[src/hdl/ivm_pkg.sv]
// Constants shared by the interrupt vector map
package ivm_pkg;

  localparam int unsigned VEC_W     = 8;
  localparam int unsigned LVL_W     = 5;
  localparam int unsigned ADDR_W    = 32;
  localparam int unsigned NUM_SLOTS = 48;

  // Fixed vector numbers
  localparam logic [7:0] VEC_RESET         = 8'h00;
  localparam logic [7:0] VEC_MODE          = 8'h01;
  localparam logic [7:0] VEC_SYS_RSVD_LO   = 8'h02;
  localparam logic [7:0] VEC_SYS_RSVD_HI   = 8'h06;
  localparam logic [7:0] VEC_COPRO_ABSENT  = 8'h07;
  localparam logic [7:0] VEC_COPRO_ERROR   = 8'h08;
  localparam logic [7:0] VEC_EMU_TRAP      = 8'h09;
  localparam logic [7:0] VEC_INSN_BREAK    = 8'h0A;
  localparam logic [7:0] VEC_OPERAND_BREAK = 8'h0B;
  localparam logic [7:0] VEC_STEP_TRACE    = 8'h0C;
  localparam logic [7:0] VEC_TOOL_NMI      = 8'h0D;
  localparam logic [7:0] VEC_UNDEF_INSN    = 8'h0E;
  localparam logic [7:0] VEC_USER_NMI      = 8'h0F;
  localparam logic [7:0] VEC_SLOT_BASE     = 8'h10;
  localparam logic [7:0] VEC_SLOT_LAST     = 8'h3F;
  localparam logic [7:0] VEC_RTOS_0        = 8'h40;
  localparam logic [7:0] VEC_RTOS_1        = 8'h41;
  localparam logic [7:0] VEC_RSVD_C_HI     = 8'h4F;
  localparam logic [7:0] VEC_SW_ONLY_LO    = 8'h50;

  // Level-control slot of each source group (vector = slot base + slot)
  localparam int unsigned SLOT_EXT_IRQ0    = 0;
  localparam int unsigned SLOT_RELOAD_TMR0 = 8;
  localparam int unsigned SLOT_SER_RX0     = 11;
  localparam int unsigned SLOT_SER_TX0     = 14;
  localparam int unsigned SLOT_DMA0        = 17;
  localparam int unsigned SLOT_ADC         = 22;
  localparam int unsigned SLOT_I2C         = 23;
  localparam int unsigned SLOT_RSVD_A_LO   = 24;
  localparam int unsigned SLOT_RSVD_A_HI   = 27;
  localparam int unsigned SLOT_BAUD_TMR0   = 28;
  localparam int unsigned SLOT_TIMEBASE    = 31;
  localparam int unsigned SLOT_RSVD_B_LO   = 32;
  localparam int unsigned SLOT_RSVD_B_HI   = 46;
  localparam int unsigned SLOT_DELAYED     = 47;

  // Levels
  localparam logic [4:0] LVL_USER_NMI  = 5'h0F;
  localparam logic [4:0] LVL_DISABLED  = 5'h1F;
  localparam logic [0:0] LVL_SLOT_MSB  = 1'h1;

  // Vector table geometry
  localparam logic [31:0] TBL_TOP_OFS       = 32'h0000_03FC;
  localparam logic [31:0] VEC_TBL_BASE_RST  = 32'h000F_FC00;
  localparam logic [31:0] RESET_FETCH_ADDR  = 32'h000F_FFFC;

endpackage

[src/hdl/ivm_fetch_addr.sv]
// Vector table entry address calculator, registered output
module ivm_fetch_addr #(
  parameter int unsigned ADDR_W = 32,
  parameter int unsigned VEC_W  = 8
) (
  input  wire logic              mclk_i,
  input  wire logic              rst_i,
  input  wire logic [ADDR_W-1:0] base_i,
  input  wire logic [VEC_W-1:0]  vec_i,
  output logic      [ADDR_W-1:0] addr_o
);

  logic [ADDR_W-1:0] addr_ff;
  logic [ADDR_W-1:0] nxt_addr;
  logic [ADDR_W-1:0] vec_ofs;

  always_comb begin
    vec_ofs  = {{(ADDR_W-VEC_W-2){1'b0}}, vec_i, 2'b00};
    nxt_addr = ADDR_W'(base_i + ADDR_W'(ivm_pkg::TBL_TOP_OFS) - vec_ofs);
  end

  always_ff @(posedge mclk_i) begin
    if (rst_i) begin
      addr_ff <= ADDR_W'(ivm_pkg::RESET_FETCH_ADDR);
    end else begin
      addr_ff <= nxt_addr;
    end
  end

  assign addr_o = addr_ff;

endmodule

[src/hdl/ivm_top.sv]
// Interrupt vector map: source to vector and level, winner to core
//
// Functional notes
// - Reset is vector 0, entry 3FC, no level
// - Mode vector is 1 at 3F8, no level
// - Vectors 2 to 6 reserved, never raised
// - Core exceptions use fixed vectors 7 to 14
// - User NMI is vector 15, level 15
// - External inputs 0-7 map to 16-23
// - Reload timers 0-2 map to 24-26
// - Serial receive 27-29, transmit 30-32
// - DMA channels 0-4 map to 33-37
// - Converter is 38, bus interface is 39
// - Vectors 40-43 reserved, keep their slots
// - Baud interval timers map to 44-46
// - Time base overflow is vector 47
// - Vectors 48-62 reserved, slots 32-46
// - Delayed source bit is vector 63
// - Vectors 64-79 reserved, no level slot
// - Vectors 80-255 software interrupt only
// - Entry address is base plus 3FC minus 4n
module ivm_top #(
  parameter int unsigned NUM_SLOTS = 48,
  parameter int unsigned LVL_W     = 5,
  parameter int unsigned VEC_W     = 8,
  parameter int unsigned ADDR_W    = 32
) (
  input  wire logic                       mclk_i,
  input  wire logic                       rst_i,
  input  wire logic [ADDR_W-1:0]          vector_table_base_i,
  input  wire logic                       nmi_req_i,
  input  wire logic [NUM_SLOTS-1:0]       src_req_i,
  input  wire logic [NUM_SLOTS*LVL_W-1:0] level_slot_i,
  input  wire logic [VEC_W-1:0]           vec_sel_i,
  output logic                            irq_valid_o,
  output logic      [VEC_W-1:0]           irq_vector_o,
  output logic      [LVL_W-1:0]           irq_level_o,
  output logic      [ADDR_W-1:0]          vec_fetch_addr_o,
  output logic                            vec_hw_o,
  output logic                            vec_has_slot_o
);

  logic [NUM_SLOTS-1:0]   slot_hw;
  logic [NUM_SLOTS-1:0]   eff_req;
  logic [LVL_W-1:0]       eff_lvl [NUM_SLOTS];

  logic                   irq_valid_ff;
  logic [VEC_W-1:0]       irq_vector_ff;
  logic [LVL_W-1:0]       irq_level_ff;
  logic                   vec_hw_ff;
  logic                   vec_has_slot_ff;

  logic                   nxt_irq_valid;
  logic [VEC_W-1:0]       nxt_irq_vector;
  logic [LVL_W-1:0]       nxt_irq_level;
  logic                   nxt_vec_hw;
  logic                   nxt_vec_has_slot;
  logic [5:0]             sel_slot;

  // Per-slot qualification; reserved slots keep a level but no source
  for (genvar s = 0; s < NUM_SLOTS; s++) begin : g_slot
    assign slot_hw[s] = !((s >= ivm_pkg::SLOT_RSVD_A_LO) && (s <= ivm_pkg::SLOT_RSVD_A_HI)) &&
                        !((s >= ivm_pkg::SLOT_RSVD_B_LO) && (s <= ivm_pkg::SLOT_RSVD_B_HI));
    assign eff_req[s] = src_req_i[s] & slot_hw[s];
    // Top level bit is fixed high, so a slot never outranks NMI
    assign eff_lvl[s] = {ivm_pkg::LVL_SLOT_MSB, level_slot_i[s*LVL_W +: LVL_W-1]};
  end

  // Winner: NMI first, then lowest level, ties to lowest vector.
  // Level all-ones means disabled and never wins.
  always_comb begin
    nxt_irq_valid  = 1'b0;
    nxt_irq_vector = ivm_pkg::VEC_RESET;
    nxt_irq_level  = ivm_pkg::LVL_DISABLED;
    if (nmi_req_i) begin
      nxt_irq_valid  = 1'b1;
      nxt_irq_vector = ivm_pkg::VEC_USER_NMI;
      nxt_irq_level  = ivm_pkg::LVL_USER_NMI;
    end else begin
      for (int s = 0; s < NUM_SLOTS; s++) begin
        if (eff_req[s] && (eff_lvl[s] < nxt_irq_level)) begin
          nxt_irq_valid  = 1'b1;
          nxt_irq_vector = VEC_W'(ivm_pkg::VEC_SLOT_BASE + VEC_W'(s));
          nxt_irq_level  = eff_lvl[s];
        end
      end
    end
  end

  // Classification of the looked-up vector number
  always_comb begin
    sel_slot         = 6'(vec_sel_i - ivm_pkg::VEC_SLOT_BASE);
    nxt_vec_has_slot = (vec_sel_i >= ivm_pkg::VEC_SLOT_BASE) &&
                       (vec_sel_i <= ivm_pkg::VEC_SLOT_LAST);
    nxt_vec_hw = (vec_sel_i == ivm_pkg::VEC_USER_NMI) ||
                 (nxt_vec_has_slot && slot_hw[sel_slot]);
  end

  always_ff @(posedge mclk_i) begin
    if (rst_i) begin
      irq_valid_ff    <= 1'b0;
      irq_vector_ff   <= ivm_pkg::VEC_RESET;
      irq_level_ff    <= ivm_pkg::LVL_DISABLED;
      vec_hw_ff       <= 1'b0;
      vec_has_slot_ff <= 1'b0;
    end else begin
      irq_valid_ff    <= nxt_irq_valid;
      irq_vector_ff   <= nxt_irq_vector;
      irq_level_ff    <= nxt_irq_level;
      vec_hw_ff       <= nxt_vec_hw;
      vec_has_slot_ff <= nxt_vec_has_slot;
    end
  end

  ivm_fetch_addr #(
    .ADDR_W (ADDR_W),
    .VEC_W  (VEC_W)
  ) u_fetch_addr (
    .mclk_i (mclk_i),
    .rst_i  (rst_i),
    .base_i (vector_table_base_i),
    .vec_i  (vec_sel_i),
    .addr_o (vec_fetch_addr_o)
  );

  assign irq_valid_o    = irq_valid_ff;
  assign irq_vector_o   = irq_vector_ff;
  assign irq_level_o    = irq_level_ff;
  assign vec_hw_o       = vec_hw_ff;
  assign vec_has_slot_o = vec_has_slot_ff;

  // Assertion helpers only
  logic [NUM_SLOTS-1:0] req_hist_ff;
  logic [5:0]           win_slot;
  always_ff @(posedge mclk_i) begin
    req_hist_ff <= src_req_i;
  end
  assign win_slot = 6'(irq_vector_o - ivm_pkg::VEC_SLOT_BASE);
endmodule

[config.mk]
export PLATFORM = sky130hd
export DESIGN_NAME = ivm_top
export DESIGN_NICKNAME = d
export VERILOG_FILES = /design/src/hdl/ivm_pkg.sv /design/src/hdl/ivm_fetch_addr.sv /design/src/hdl/ivm_top.sv
export SDC_FILE = /design/constraint.sdc
export NUM_CORES = 1
export LEC_CHECK = 0
export BUFFER_PORTS_ARGS = -buffer_cell sky130_fd_sc_hd__buf_2
export CORE_MARGIN = 4
export CORE_UTILIZATION = 31
export DETAILED_ROUTE_END_ITERATION = 10
export PLACE_DENSITY = 0.62
export SLEW_MARGIN = 40
export SYNTH_ARGS = -nofsm -noshare
export SYNTH_HDL_FRONTEND = slang
export SYNTH_SLANG_ARGS = --single-unit
[constraint.sdc]
create_clock -name mclk_i -period 85.2 [get_ports mclk_i]
set_input_delay 8.52 -clock mclk_i [delete_from_list [all_inputs] [get_ports mclk_i]]
set_output_delay 8.52 -clock mclk_i [all_outputs]
set_load 0.1 [all_outputs]
==> metrics.md <==
| Metric | Value |
|---|---|
| Pins over their slew limit | `0` |
| Adder-Cell Fraction of Synth Area | `12.5%` |
| Critical Path AT | `52.18 ns` |
| Multi-input logic area | `0.00715 mm²` |
| Clk buf depth | `2` |
| Placer Congestion | `0.871` |
| Worst setup startpoint | `src_req_i[0]` |
| Max_cap viols | `0` |
| Iter 0 DRT Violations | `508` |
| Initial Utilization | `31.7%` |
| RSZ-0062 raised after global routing | `false` |
| Compound-Gate Fraction of Synth Area | `37.5%` |
| Fillers | `2965` |
| Detail Route Antenna Nets | `0` |
| CTS tree | `done` |
| Tot GR Track Use | `16.9%` |
| Final hold violation count | `0` |
| Synthesized area | `0.00863 mm²` |
| # nets final | `1828` |
| Die H | `175 µm` |
| Setup TNS | `0 ns` |
| Placed cell area | `0.0101 mm²` |
| Sequential cell area fraction in the yosys report | `10.7%` |
| Post-cts sizing count | `0` |
| WS Path Type | `input port to flop` |
| Syn_area_per_cell | `7.21 µm²` |
| Synth Area in Simple Gates | `26.8%` |
| Die X | `175 µm` |
| Drt pass-1 iters | `5` |
| Initial antenna violation count | `5` |
| CTS HTree Levels | `2` |
| WP data required | `85.42 ns` |
| Final setup viols | `0` |
| Die ar. | `0.0306 mm²` |
| Pin count of the biggest net entering global routing | `42` |
| Setup bufs post-CTS | `0` |
| Ys Warns | `0` |
| Via count | `9717` |
| Root Buffer | `clkbuf_16` |
| Hold WS | `8.44 ns` |
| Max transition margin | `55.3%` |
| Vias per inst | `5.42` |
| Fmax | `19.2 MHz` |
| Cell area after layout | `0.0103 mm²` |
| Worst-Margin Slew | `0.665 ns` |
| Unique masters post-synth | `121` |
| FF+latch area | `921 µm²` |
| Post-synth top flop | `dfxtp_1` |
| Main combinational cell family by area after synthesis | `compound AO/OA/AOI/OAI gates` |
| Worst Setup EP | `irq_level_o[1]` |
| Crit-path slowest cell | `nor4b_1` |
| Io pins | `379` |
| EDFF count, synth | `0` |
| Vias in the first global route | `9150` |
| Worst-path clk slew | `0.07 ns` |
| TritonCTS buffer count | `5` |
| Crit path max fanout | `11` |
| CP peak stage delay | `0.58 ns` |
| CTS sink cnt | `46` |
| Setup crit end kind | `flop` |
| Post-synthesis mux area share | `4.21%` |
| Yosys reg bits | `46` |
| Worst Setup Start Kind | `input port` |
| HPWL Detailed | `23.8 mm` |
| DR DRC count | `0` |
| First-pass GRT wire length | `44.1 mm` |
| Mapped Cells | `1196` |
| Core area | `0.0272 mm²` |
| Area delta synth->final | `19.4%` |
| Most frequent CP cell | `ha_1` |
| Final wirelength | `27.6 mm` |
| Proportion of layout cells with a drive suffix above 1 | `23.6%` |
| Post-synthesis xor/xnor area fraction | `1.52%` |
| Total gr overflow | `0` |
| Fin crit share | `61.0%` |
| Fraction of registers with async set/reset | `0%` |
| Outcome | `finished, final reports clean` |
| CTS Hold Bufs | `0` |
| I/O Buffers | `233` |
| Cell Rows | `60` |
| Tightest Hold Check Type | `input port to flop` |
| Min Tclk post-route | `51.96 ns` |
| Wire per inst | `15.4 µm` |
==> final cells by class <==
| type | instances | share of cell area (%) |
|---|---|---|
| clock inverters | 3 | 0.206 |
| multi-input cells | 1011 | 69.4 |
| diodes | 2 | 0.0486 |
| clock buffers | 5 | 1.21 |
| repair buffers | 234 | 11.4 |
| flip-flops and latches | 46 | 8.94 |
| inverters | 119 | 4.34 |
| well taps | 372 | 4.52 |
==> synth_stat cells (12+ instances only) <==
| cell | instances | area [µm²] |
|---|---|---|
| and2_1 | 25 | 156 |
| o21a_1 | 17 | 128 |
| or3_1 | 13 | 81.3 |
| o21bai_1 | 20 | 150 |
| mux2_2 | 15 | 169 |
| mux2i_1 | 15 | 150 |
| a21o_1 | 33 | 248 |
| nand2_1 | 92 | 345 |
| dfxtp_1 | 46 | 921 |
| a31oi_1 | 20 | 125 |
| xnor2_1 | 13 | 114 |
| a211oi_1 | 25 | 188 |
| ha_1 | 80 | 1000 |
| inv_1 | 119 | 447 |
| nand4_1 | 12 | 75.1 |
| nand2b_1 | 42 | 263 |
| nand3_1 | 22 | 110 |
| o211ai_1 | 18 | 135 |
| o21ai_0 | 71 | 355 |
| nor2_1 | 130 | 488 |
| a21oi_1 | 56 | 280 |
| nor3_1 | 24 | 120 |
==> per-layer routing <==
layer	wire length, µm	share of wire [%]	up-vias	track usage (%)
li1	-	-	4925	-
met1	12800	46	4471	22.2
met2	12700	46	278	29.4
met3	1650	6.0	37	2.96
met4	389	1.4	6	2.95
met5	34	0.12	-	0
==> sequential cells by signal (all words and copies together), names as in the netlist <==
signal	flops
irq_vector_o	6
irq_valid_o	1
u_fetch_addr.addr_o	32
vec_has_slot_o	1
irq_level_o	5
vec_hw_o	1
==> per-stage QoR <==
| step | util (%) | worst slack (ns) | cells |
|---|---|---|---|
| floorplan | - | 39.23 | 1197 |
| global placement | 37.3 | 32.71 | 1782 |
| detailed placement | 37.3 | 32.44 | 1782 |
| CTS | 37.8 | 32.61 | 1790 |
| global route | 37.9 | 29.46 | 1792 |
| finish | 37.9 | 33.24 | 1792 |
==> worst max-delay path: cells and delay by family <==
kind                     cells  cell delay (ns)
AO/OA/AOI/OAI               72            17.66
AND/OR/NAND/NOR             61            12.18
adder cells (fa/ha/maj)     28             7.46
multiplexers                15             4.43
buffers and inverters       26             1.89
==> layout by cell type, fill, tap and decap left out, types with 24 or more instances in the layout <==
master / netlist / layout
a211oi_1: 25 / 24
a21o_1: 33 / 33
a21oi_1: 56 / 56
and2_1: 25 / 25
buf_2: 4 / 233
dfxtp_1: 46 / 46
ha_1: 80 / 80
inv_1: 119 / 119
nand2_1: 92 / 92
nand2b_1: 42 / 42
nor2_1: 130 / 130
nor3_1: 24 / 24
o21ai_0: 71 / 71
==> cells by family (layout without fill, tap and decap cells) <==
logic type      after synthesis  count (layout)
mux                          33              33
simple gates                448             448
fa+ha+maj                    88              88
xor+xnor                     15              15
compound gates              425             425
flops                        46              46
other cells                   1               4
buf+inv                     140             361
==> worst min path at each step <==
stage	startpoint	depth (start not counted)	end
2_1_floorplan	nmi_req_i	1	irq_level_o[4]
3_3_place_gp	vector_table_base_i[0]	2	u_fetch_addr.addr_o[0]
3_5_place_dp	vector_table_base_i[0]	2	u_fetch_addr.addr_o[0]
4_1_cts	vector_table_base_i[0]	2	u_fetch_addr.addr_o[0]
5_1_grt	vector_table_base_i[0]	2	u_fetch_addr.addr_o[0]
6_report	vector_table_base_i[0]	2	u_fetch_addr.addr_o[0]
Power is left out: the tool's default activity adds up to more than one toggle a clock period on the data nets, which glitch-free logic cannot reach.
